**src/uss_pkg.sv**
```systemverilog
// Purpose: shared constants and types of the uart status and flow block
// Assumes: one 25 MHz clock, 64-entry fifos in the surrounding datapath
// Notes: offsets are the 3-bit register addresses of one channel
package uss_pkg;

	// ****************************************
	// register offsets
	// ****************************************
	localparam logic [2:0] OFS_MODEM_CONTROL = 3'h4;
	localparam logic [2:0] OFS_LINE_STATUS = 3'h5;
	localparam logic [2:0] OFS_MODEM_STATUS = 3'h6;
	localparam logic [2:0] OFS_SCRATCH = 3'h7;

	// ****************************************
	// fields and reset values
	// ****************************************
	localparam int PRESC_BIT = 7;
	localparam logic [7:0] SCRATCH_RESET = 8'hff;
	localparam logic [7:0] LEVELS_RESET = 8'h00;
	localparam logic [1:0] PRESC_LAST = 2'h3;
	localparam logic [6:0] FIFO_DEPTH = 7'h40;
	localparam logic [1:0] PRIME_DONE = 2'h3;

	// fallback trigger tables, indexed by the 2-bit fifo control field
	localparam logic [6:0] TX_TRIG_0 = 7'h08;
	localparam logic [6:0] TX_TRIG_1 = 7'h10;
	localparam logic [6:0] TX_TRIG_2 = 7'h20;
	localparam logic [6:0] TX_TRIG_3 = 7'h38;
	localparam logic [6:0] RX_TRIG_0 = 7'h08;
	localparam logic [6:0] RX_TRIG_1 = 7'h10;
	localparam logic [6:0] RX_TRIG_2 = 7'h38;
	localparam logic [6:0] RX_TRIG_3 = 7'h3c;

	// receive idle time before a timeout, in bit times
	localparam logic [7:0] RX_TIMEOUT_BITS = 8'h28;

	// ****************************************
	// types
	// ****************************************
	typedef enum logic [1:0] {
		USS_BRK_IDLE = 2'b00,
		USS_BRK_LOW = 2'b01,
		USS_BRK_HELD = 2'b11
	} uss_brk_t;

endpackage : uss_pkg

```
**src/uss_modem_bit.sv**
```systemverilog
// Purpose: one modem input: synchroniser, level, sticky delta
// Assumes: pin_n is asynchronous and active low
// Notes: deltas are held off until the synchroniser has filled
`timescale 1ns/1ps
module uss_modem_bit (
	input wire logic clk,
	input wire logic rstn,
	input wire logic pin_n,
	input wire logic loop,
	input wire logic loop_lvl,
	input wire logic rise_only,
	input wire logic clr,
	output logic lvl,
	output logic delta
);

	typedef struct packed {
		logic [1:0] sync;
		logic [1:0] prime;
		logic lvl;
		logic delta;
	} uss_mb_state_t;

	uss_mb_state_t s_q;
	uss_mb_state_t s_d;
	logic new_lvl;
	logic change;

	always_comb begin
		s_d = s_q;
		s_d.sync = {s_q.sync[0], pin_n};
		new_lvl = loop ? loop_lvl : ~s_q.sync[1];
		// ring delta only when the pin goes low to high
		change = (s_q.prime == uss_pkg::PRIME_DONE) &&
			(new_lvl != s_q.lvl) && (!rise_only || !new_lvl);
		if (s_q.prime != uss_pkg::PRIME_DONE)
			s_d.prime = s_q.prime + 2'h1;
		s_d.lvl = new_lvl;
		// a change in the clearing cycle still sets the flag
		if (change)
			s_d.delta = 1'b1;
		else if (clr)
			s_d.delta = 1'b0;
	end

	always_ff @(posedge clk or negedge rstn) begin
		if (!rstn)
			s_q <= '0;
		else
			s_q <= s_d;
	end

	assign lvl = s_q.lvl;
	assign delta = s_q.delta;
endmodule : uss_modem_bit

```
**src/uss_status_flow.sv**
```systemverilog
// Purpose: status, modem input and flow threshold logic of one channel
// Assumes: fifo, shifter and baud datapaths sit outside, on clk
// Notes: registers sit behind a plain strobe port with 3-bit offsets
`timescale 1ns/1ps
module uss_status_flow (
	input wire logic clk,
	input wire logic rstn,
	input wire logic reg_wr,
	input wire logic reg_rd,
	input wire logic [2:0] reg_addr,
	input wire logic [7:0] reg_wdata,
	output logic [7:0] reg_rdata,
	input wire logic enh_enable,
	input wire logic auto_cts_en,
	input wire logic auto_rts_en,
	input wire logic sw_flow_en,
	input wire logic modem_irq_en,
	input wire logic fifo_en,
	input wire logic [1:0] fctl_tx_trig,
	input wire logic [1:0] fctl_rx_trig,
	input wire logic mctl_dtr,
	input wire logic mctl_rts,
	input wire logic mctl_op1,
	input wire logic mctl_op2,
	input wire logic loopback,
	input wire logic cts_n,
	input wire logic dsr_n,
	input wire logic ring_indicator_n,
	input wire logic carrier_detect_n,
	input wire logic rx_pin,
	input wire logic bit_tick,
	input wire logic [3:0] frame_bits,
	input wire logic [6:0] rx_count,
	input wire logic rx_char_done,
	input wire logic head_par_err,
	input wire logic head_frm_err,
	input wire logic head_brk,
	input wire logic [6:0] rx_tagged_count,
	input wire logic [6:0] tx_count,
	input wire logic hold_full,
	input wire logic shift_busy,
	output logic baud_clk_en,
	output logic rx_push,
	output logic brk_push,
	output logic tx_hold,
	output logic rts_halt,
	output logic xoff_req,
	output logic xon_req,
	output logic modem_irq,
	output logic tx_ready_irq,
	output logic rx_data_irq,
	output logic rx_timeout_irq
);

	// ****************************************
	// state
	// ****************************************
	typedef struct packed {
		logic presc;
		logic [1:0] pdiv;
		logic [7:0] scratch;
		logic [7:0] levels;
		logic [7:0] triggers;
		logic ovr;
		logic halted;
		uss_pkg::uss_brk_t bst;
		logic [3:0] bcnt;
		logic [7:0] idle;
		logic [1:0] rx_s;
		logic [7:0] rdata;
	} uss_state_t;

	uss_state_t s_q;
	uss_state_t s_d;

	logic [3:0] m_lvl;
	logic [3:0] m_delta;
	logic [3:0] pins_n;
	logic [3:0] loop_src;
	logic [3:0] rise_only;
	logic alt_sel;
	logic mstat_rd;
	logic lstat_rd;
	logic rx_line;
	logic [7:0] line_status;
	logic [7:0] modem_input_status;
	logic hold_empty;
	logic [6:0] halt_lvl;
	logic [6:0] resume_lvl;
	logic [6:0] tx_trig;
	logic [6:0] rx_trig;
	logic [6:0] tx_free;
	logic rx_full;

	// ****************************************
	// modem inputs
	// ****************************************
	assign pins_n = {carrier_detect_n, ring_indicator_n, dsr_n, cts_n};
	assign loop_src = {mctl_op2, mctl_op1, mctl_dtr, mctl_rts};
	assign rise_only = 4'h4;
	assign mstat_rd = reg_rd && !alt_sel &&
		reg_addr == uss_pkg::OFS_MODEM_STATUS;
	assign lstat_rd = reg_rd && reg_addr == uss_pkg::OFS_LINE_STATUS;

	genvar gi;
	generate
		for (gi = 0; gi < 4; gi++) begin : g_modem
			uss_modem_bit u_bit (
				.clk(clk),
				.rstn(rstn),
				.pin_n(pins_n[gi]),
				.loop(loopback),
				.loop_lvl(loop_src[gi]),
				.rise_only(rise_only[gi]),
				.clr(mstat_rd),
				.lvl(m_lvl[gi]),
				.delta(m_delta[gi])
			);
		end
	endgenerate

	// ****************************************
	// decode and levels
	// ****************************************
	assign alt_sel = enh_enable && mctl_op1;
	assign rx_line = s_q.rx_s[1];
	assign rx_full = rx_count == uss_pkg::FIFO_DEPTH;
	assign hold_empty = fifo_en ? tx_count == 7'h00 : !hold_full;
	assign line_status = {
		rx_tagged_count != 7'h00,
		hold_empty && !shift_busy,
		hold_empty,
		head_brk && rx_count != 7'h00,
		head_frm_err && rx_count != 7'h00,
		head_par_err && rx_count != 7'h00,
		s_q.ovr,
		rx_count != 7'h00
	};
	assign modem_input_status = {m_lvl, m_delta};
	assign halt_lvl = {1'b0, s_q.levels[3:0], 2'b00};
	assign resume_lvl = {1'b0, s_q.levels[7:4], 2'b00};
	assign tx_free = uss_pkg::FIFO_DEPTH - tx_count;

	always_comb begin
		unique case (fctl_tx_trig)
			2'b00: tx_trig = uss_pkg::TX_TRIG_0;
			2'b01: tx_trig = uss_pkg::TX_TRIG_1;
			2'b10: tx_trig = uss_pkg::TX_TRIG_2;
			2'b11: tx_trig = uss_pkg::TX_TRIG_3;
		endcase
		if (s_q.triggers[3:0] != 4'h0)
			tx_trig = {1'b0, s_q.triggers[3:0], 2'b00};
		unique case (fctl_rx_trig)
			2'b00: rx_trig = uss_pkg::RX_TRIG_0;
			2'b01: rx_trig = uss_pkg::RX_TRIG_1;
			2'b10: rx_trig = uss_pkg::RX_TRIG_2;
			2'b11: rx_trig = uss_pkg::RX_TRIG_3;
		endcase
		if (s_q.triggers[7:4] != 4'h0)
			rx_trig = {1'b0, s_q.triggers[7:4], 2'b00};
	end

	// ****************************************
	// next state
	// ****************************************
	always_comb begin
		s_d = s_q;
		brk_push = 1'b0;
		s_d.rx_s = {s_q.rx_s[0], rx_pin};
		// prescaler: free enable when undivided, one in four otherwise
		s_d.pdiv = s_q.pdiv + 2'h1;
		if (reg_wr && reg_addr == uss_pkg::OFS_MODEM_CONTROL && enh_enable)
			s_d.presc = reg_wdata[uss_pkg::PRESC_BIT];
		if (reg_wr && reg_addr == uss_pkg::OFS_MODEM_STATUS && alt_sel)
			s_d.levels = reg_wdata;
		if (reg_wr && reg_addr == uss_pkg::OFS_SCRATCH) begin
			if (alt_sel)
				s_d.triggers = reg_wdata;
			else
				s_d.scratch = reg_wdata;
		end
		// a new overrun in the reading cycle is kept
		if (rx_char_done && rx_full)
			s_d.ovr = 1'b1;
		else if (lstat_rd)
			s_d.ovr = 1'b0;
		// hysteresis between halt and resume levels
		if (rx_count >= halt_lvl)
			s_d.halted = 1'b1;
		else if (rx_count <= resume_lvl)
			s_d.halted = 1'b0;
		// line idle counter for the receive timeout
		if (!rx_line || rx_char_done || rx_count == 7'h00)
			s_d.idle = 8'h00;
		else if (bit_tick && s_q.idle != uss_pkg::RX_TIMEOUT_BITS)
			s_d.idle = s_q.idle + 8'h01;
		// break: one character per low period, however long
		unique case (s_q.bst)
			uss_pkg::USS_BRK_IDLE: begin
				s_d.bcnt = 4'h0;
				if (!rx_line)
					s_d.bst = uss_pkg::USS_BRK_LOW;
			end
			uss_pkg::USS_BRK_LOW: begin
				if (rx_line) begin
					s_d.bst = uss_pkg::USS_BRK_IDLE;
				end else if (bit_tick) begin
					s_d.bcnt = s_q.bcnt + 4'h1;
					if (s_q.bcnt + 4'h1 >= frame_bits) begin
						brk_push = 1'b1;
						s_d.bst = uss_pkg::USS_BRK_HELD;
					end
				end
			end
			uss_pkg::USS_BRK_HELD: begin
				if (rx_line)
					s_d.bst = uss_pkg::USS_BRK_IDLE;
			end
			default: s_d.bst = uss_pkg::USS_BRK_IDLE;
		endcase
		// read data: registered, valid the cycle after reg_rd
		if (reg_rd) begin
			unique case (reg_addr)
				uss_pkg::OFS_LINE_STATUS: s_d.rdata = line_status;
				uss_pkg::OFS_MODEM_STATUS:
					s_d.rdata = alt_sel ? s_q.levels : modem_input_status;
				uss_pkg::OFS_SCRATCH:
					s_d.rdata = alt_sel ? s_q.triggers : s_q.scratch;
				uss_pkg::OFS_MODEM_CONTROL:
					s_d.rdata = {s_q.presc, 7'h00};
				default: s_d.rdata = 8'h00;
			endcase
		end
	end

	always_ff @(posedge clk or negedge rstn) begin
		if (!rstn) begin
			s_q <= '0;
			s_q.scratch <= uss_pkg::SCRATCH_RESET;
			s_q.levels <= uss_pkg::LEVELS_RESET;
			s_q.triggers <= uss_pkg::LEVELS_RESET;
			s_q.rx_s <= '1; // line idles high, no false break
		end else begin
			s_q <= s_d;
		end
	end

	// ****************************************
	// outputs
	// ****************************************
	assign reg_rdata = s_q.rdata;
	assign baud_clk_en = !s_q.presc || s_q.pdiv == uss_pkg::PRESC_LAST;
	assign rx_push = rx_char_done && !rx_full;
	// sampled by the transmitter only between characters
	assign tx_hold = auto_cts_en && !m_lvl[0];
	assign rts_halt = auto_rts_en && s_q.halted;
	assign xoff_req = sw_flow_en && s_d.halted && !s_q.halted;
	assign xon_req = sw_flow_en && !s_d.halted && s_q.halted;
	assign modem_irq = modem_irq_en && |m_delta;
	assign tx_ready_irq = tx_free >= tx_trig;
	assign rx_data_irq = rx_count >= rx_trig;
	assign rx_timeout_irq = rx_count != 7'h00 &&
		s_q.idle == uss_pkg::RX_TIMEOUT_BITS;
endmodule : uss_status_flow
```
**config.mk**
```make
export PLATFORM = sky130hd
export DESIGN_NAME = uss_status_flow
export DESIGN_NICKNAME = d
export VERILOG_FILES = /design/src/uss_pkg.sv /design/src/uss_modem_bit.sv /design/src/uss_status_flow.sv
export SDC_FILE = /design/constraint.sdc
export NUM_CORES = 1
export LEC_CHECK = 0
export ABC_CLOCK_PERIOD_IN_PS = 2200
export BUFFER_PORTS_ARGS = -buffer_cell sky130_fd_sc_hd__buf_2
export CAP_MARGIN = 10
export CORE_UTILIZATION = 34
export CTS_BUF_LIST = sky130_fd_sc_hd__clkbuf_4 sky130_fd_sc_hd__clkbuf_8 sky130_fd_sc_hd__clkbuf_16
export DETAILED_ROUTE_END_ITERATION = 12
export GPL_TIMING_DRIVEN = 0
export RECOVER_POWER = 50
export SYNTH_ARGS = -nofsm -noshare
export SYNTH_HDL_FRONTEND = slang
export SYNTH_SLANG_ARGS = --single-unit
```
**constraint.sdc**
```tcl
create_clock -name clk -period 2.2 [get_ports clk]
set_input_delay 0.11 -clock clk [delete_from_list [all_inputs] [get_ports clk]]
set_output_delay 0.11 -clock clk [all_outputs]
set_load 0.02 [all_outputs]
```
* After elaboration in Yosys (flattened, before gate mapping) *
Index checks and enable logic that the tools add are counted.

cells by class
  multiplexer cells = 35
  equality and inequality tests = 34
  reductions and logical operators = 63
  $lt $le $gt $ge = 5
  add/subtract/negate cells = 8
  bitwise operators = 5

operator list
  cell                                                                   number
  7-bit one-hot mux with 4 select lines                                  2
  8-bit 2-to-1 mux                                                       4
  8-bit one-hot mux with 4 select lines                                  1
  1-bit logical AND                                                      29
  2-bit equality test, second input constant                             10
  1-bit 2-to-1 mux                                                       18
  2-bit != test, second input constant                                   8
  7-bit >= comparator                                                    2
  7-bit logical NOT                                                      2
  7-bit 2-to-1 mux                                                       2
  2-bit nonzero test                                                     7
  7-bit nonzero test                                                     2
  3-bit equality test, second input constant                             4
  2-bit by 1-bit adder with 2-bit output, second input constant          5
  1-bit logical NOT                                                      10
  8-bit by 1-bit adder with 8-bit output, second input constant          1
  8-bit by 6-bit equality test with 1-bit output, second input constant  1
  2-bit 2-to-1 mux                                                       4
  8-bit by 6-bit != test with 1-bit output, second input constant        1
  4-bit one-hot mux with 2 select lines                                  1
  4-bit nonzero test                                                     2
  7-bit equality test, second input constant                             1
  7-bit by 6-bit >= comparator with 1-bit output                         1
  7-bit by 6-bit <= comparator with 1-bit output                         1
  other kinds (16)                                                       31

word-level totals
  word-level logic and storage cells = 178
  bits of input ports = 67
  register bits after elaboration = 77

* Longest topological paths before layout *
  depth after elaboration = 6
  gate-level depth with buffers = 9
  gate-level depth less buffers = 9

* Cells and area by module *
From an unflattened synthesis, not the netlist that was laid out.

second synthesis, totals
  cells, all modules = 390
  area, all modules = 4,282.9 um^2

by module, submodules not included
  module           times used  cells an instance  seq. area each (um^2)  area each (um^2)
  uss_status_flow  1           322                1,338.8                3,372.0
  uss_modem_bit    4           17                 150.1                  227.7

* Worst setup path before layout *
Ideal clock, no wire load.

  path kind = register to output
  from = register s_q[26] (netlist name)
  to = output port tx_ready_irq
  path buffers = 0
  cell stages (with the launch flop) = 8
  data required time = 2.090 ns
  data arrival time = 1.972 ns
  path slack = 0.118 ns
  path through = dfrtp_1 > nor4_1 > nor2_1 > ha_1 > nor2b_1 > a311o_1 > a21o_1 > a211o_1

on the way
  longest elaborated chain between the ends = 3

RTL lines
  item                     line                    source
  from (decl)              uss_status_flow.sv:73   uss_state_t s_q;
  4-bit nonzero test       uss_status_flow.sv:151  if (s_q.triggers[3:0] != 4'h0)
  7-bit 2-to-1 mux (*)     uss_status_flow.sv:151
  7-bit >= comparator (*)  uss_status_flow.sv:260  assign tx_ready_irq = tx_free >= tx_trig;
  to (decl)                uss_status_flow.sv:50   output logic tx_ready_irq,

Every way passes the cells marked *; elsewhere a longest branch is shown, timed or not.

* Worst setup path after layout *
Same ends and word-level chain as after synthesis.

==> impl_metrics.toml <==
[detailed_routing]
dr_total_vias = 3351
wl_mm = 10.2
routed_via_density = 4.94
first_iter_violations = 186
ant_nets = 0
drc = 0
dr.pass1.iters = 4
wl_per_cell_um = 15.0

[pwr]
p_sw_w = 0.00115
powerDensity_nw_per_um2 = 747
intPower_w = 0.00287
leakagePower_nw = 2.56
ir_drop_uv = 417
netSwitchingFraction_pct = 28.6
p_comb_share_pct = 20.2
total_power_w = 0.00402
pwr-share-clk_pct = 37.2
seqPwrFrac_pct = 42.6

[placement]
hpwl_mm = 7.66
globalplace.congestion = 0.819
place_ws_ns = -0.0841
port_buffers = 80

[global_route]
grt_max_degree = 48
grt_usage_pct = 17.0
overflow = 0
grt_pass1_vias = 3371
grt_pass1_wl_mm = 16.6
antenna_found_initial = 0

[sta]
slew_headroom_pct = -14.0
period_share_pct = 110
max_slew.worst_pin.slew_ns = 1.71
fmax_mhz = 413
period_minus_slack_ns = 2.42
fin_worst_skew_ns = 0.00556
worst_slack_ns = -0.219
fin_tns_setup_ns = -0.255
hold_violations = 0
final_max_slew_viol_count = 32
finalSetupViolations = 2
rsz0062_at_grt = "yes"

[clock_network]
clk_pin_slew_ns = 0.06
cts_buffer_depth = 2
cts_buffers = 9
cts_tree = "built"
clkLatencyLatePin_ns = 0.35
cts_sinks = 77
cts_htree_levels = 3
ctsRootBufferMaster = "clkbuf_16"

[setup_path]
cp-start-kind = "flop"
crit_fanout = 2
worstSetupEndpointType = "output port"
cp.arrival_ns = 2.31
path_buf_inv = 1
crit_required_ns = 2.09
cp_top_family = "compound AO/OA/AOI/OAI gates"
slowest_stage = "dfrtp_2"
cp_cell_sequence = "nor4_4 > nor2_1 > ha_1 > nor2b_1 > a311o_1 > a21o_1 > a211o_1 > buf_6"
crit_type = "reg -> out"
slowest_delay_ns = 0.42

[synth]
syn_nets = 497
async_flop_share_pct = 100
yosysUniqueCellTypes = 57
yosysWarnings = 0
ys.flop_type = "dfrtp_1"
synth_cells = 398
syn_area_um2 = 4250
syn_area_per_cell_um2 = 10.7
synth_edf_count = 0
synth_seq_cells = 77
yosysSeqAreaShare_pct = 45.7

[layout]
diodes = 0
multi_input_area_um2 = 2140
drive_above_1_share_pct = 32.9
final_cell_mix = "buf_2, dfrtp_1, ha_1"
layout_commonest_cell = "buf_2"
area_growth_pct = 26.7
regArea_um2 = 1940
final_net_count = 606
fillers = 1208

[min_path]
hold_class = "in -> reg"

[die]
die_area_um2 = 12900
start_util_pct = 35.1
die_h_um = 114
die_x_um = 114
rows = 40
core-area_um2 = 12100
ios = 86

[job]
drv_cap = 1

[run_status]
failed_checks = "capacitance limit, slew limit, setup timing"
status = "finished with violations"
layout make-up:
| class | count | area share (%) |
|---|---|---|
| tap | 168 | 3.91 |
| timing repair buffer | 98 | 10.7 |
| multi-input combinational | 274 | 39.8 |
| buffer | 18 | 1.95 |
| clock inverter | 6 | 1.35 |
| sequential | 77 | 36.1 |
| clock buffer | 9 | 4.19 |
| inverter | 29 | 2.02 |
path summary, 6_finish.rpt:
path,startpoint,end,slack (ns),cells past startpoint
max in group asynchronous,rstn,s_q[49],0.25,3
worst max-delay path,s_q[26],tx_ready_irq,-0.22,8
worst max register to register,s_q[18],s_q[23],0.10,10
worst min register to register,g_modem[3].u_bit.s_d[5],g_modem[3].u_bit.s_q[5],0.35,0
min in group asynchronous,rstn,s_q[18],0.75,2
worst min-delay path,reg_wdata[3],halt_lvl[5],0.002,3
registers in the layout (all words and copies together) (netlist names):
signal,cells
reg_rdata,8
rx_line,1
s_d,1
halt_lvl,4
s_q,34
g_modem.u_bit.s_d,4
g_modem.u_bit.delta,4
resume_lvl,4
line_status,1
g_modem.u_bit.lvl,4
g_modem.u_bit.s_q,12
power by group through the flow:
| stage | registers, W | clock network [W] | logic, W |
|---|---|---|---|
| final | 0.00171 | 0.00150 | 0.000813 |
| after global routing | 0.00173 | 0.00158 | 0.000917 |
| after CTS | 0.00170 | 0.00153 | 0.000818 |
| after detailed placement | 0.00174 | 0 | 0.000755 |
| after global placement | 0.00173 | 0 | 0.000721 |
| after floorplan | 0.00169 | 0 | 0.000506 |
logic make-up after synthesis:
family                     share of synthesized area [%]
AOI/OAI and AO/OA                                   11.7
adders and majority gates                           9.43
muxes                                               10.8
xor gates and xnor gates                            4.12
and+or+nand+nor                                     13.3
DFF                                                 45.7
buffers and inverters                               5.07
synth_stat cells, types with 3 or more instances:
cell | count | area [µm²]
and3b_1 | 3 | 26.3
nand3_1 | 9 | 45.0
nor3_1 | 10 | 50.1
nor2_1 | 24 | 90.1
nand2b_1 | 3 | 18.8
nor2b_1 | 7 | 43.8
a211oi_1 | 3 | 22.5
xor2_1 | 8 | 70.1
o22ai_1 | 4 | 25.0
xnor2_1 | 12 | 105
inv_1 | 29 | 109
nand2_1 | 25 | 93.8
o21ai_0 | 17 | 85.1
dfstp_2 | 10 | 263
o211ai_1 | 3 | 22.5
a22o_1 | 5 | 43.8
nor4_1 | 7 | 43.8
ha_1 | 32 | 400
mux2_2 | 22 | 248
clkbuf_1 | 5 | 18.8
buf_4 | 9 | 67.6
a221o_1 | 3 | 30.0
mux2i_1 | 21 | 210
dfrtp_1 | 67 | 1680
or2_2 | 3 | 18.8
nand4_1 | 4 | 25.0
a21oi_1 | 11 | 55.1
buf_2 | 3 | 15.0
worst register-to-register path, delay by kind of cell, from the launching register on:
| family | cells | cell delay, ns |
|---|---|---|
| AO/OA/AOI/OAI | 3 | 0.43 |
| AND/OR/NAND/NOR | 1 | 0.23 |
| buffers and inverters | 3 | 0.29 |
| adder cells (fa/ha/maj) | 2 | 0.48 |
| flip-flops | 1 | 0.41 |
| XOR/XNOR | 1 | 0.14 |
layer usage:
metal	part of all wire (%)	vias to the layer above	track usage (%)
met2	47	80	27.6
met4	1.5	0	5.28
met5	0	-	0
met1	46	1631	22.1
met3	4.8	12	4.52
li1	-	1628	-
metrics by stage:
| step | instances | utilization, % | hold WS (ns) | instance area [µm²] |
|---|---|---|---|---|
| 6_report | 679 | 44.4 | 0.00174 | 5380 |
| 5_1_grt | 679 | 44.4 | 0.0322 | 5380 |
| 4_1_cts | 680 | 44.4 | 0.00109 | 5370 |
| 3_5_place_dp | 647 | 40.4 | 0.0841 | 4890 |
| 3_3_place_gp | 646 | 40.1 | 0.219 | 4860 |
| 2_1_floorplan | 398 | - | -0.186 | 4250 |
what timing repair did:
item / in CTS / in global routing
hold endpoints to repair: 36 / 0
hold buffers: 9 / 0
setup buffers: 9 / 0
resized for setup: 9 / 8
endpoints found under the setup margin: 2 / 5
pin swaps: 8 / 8
(Power assumes the default switching activity.)
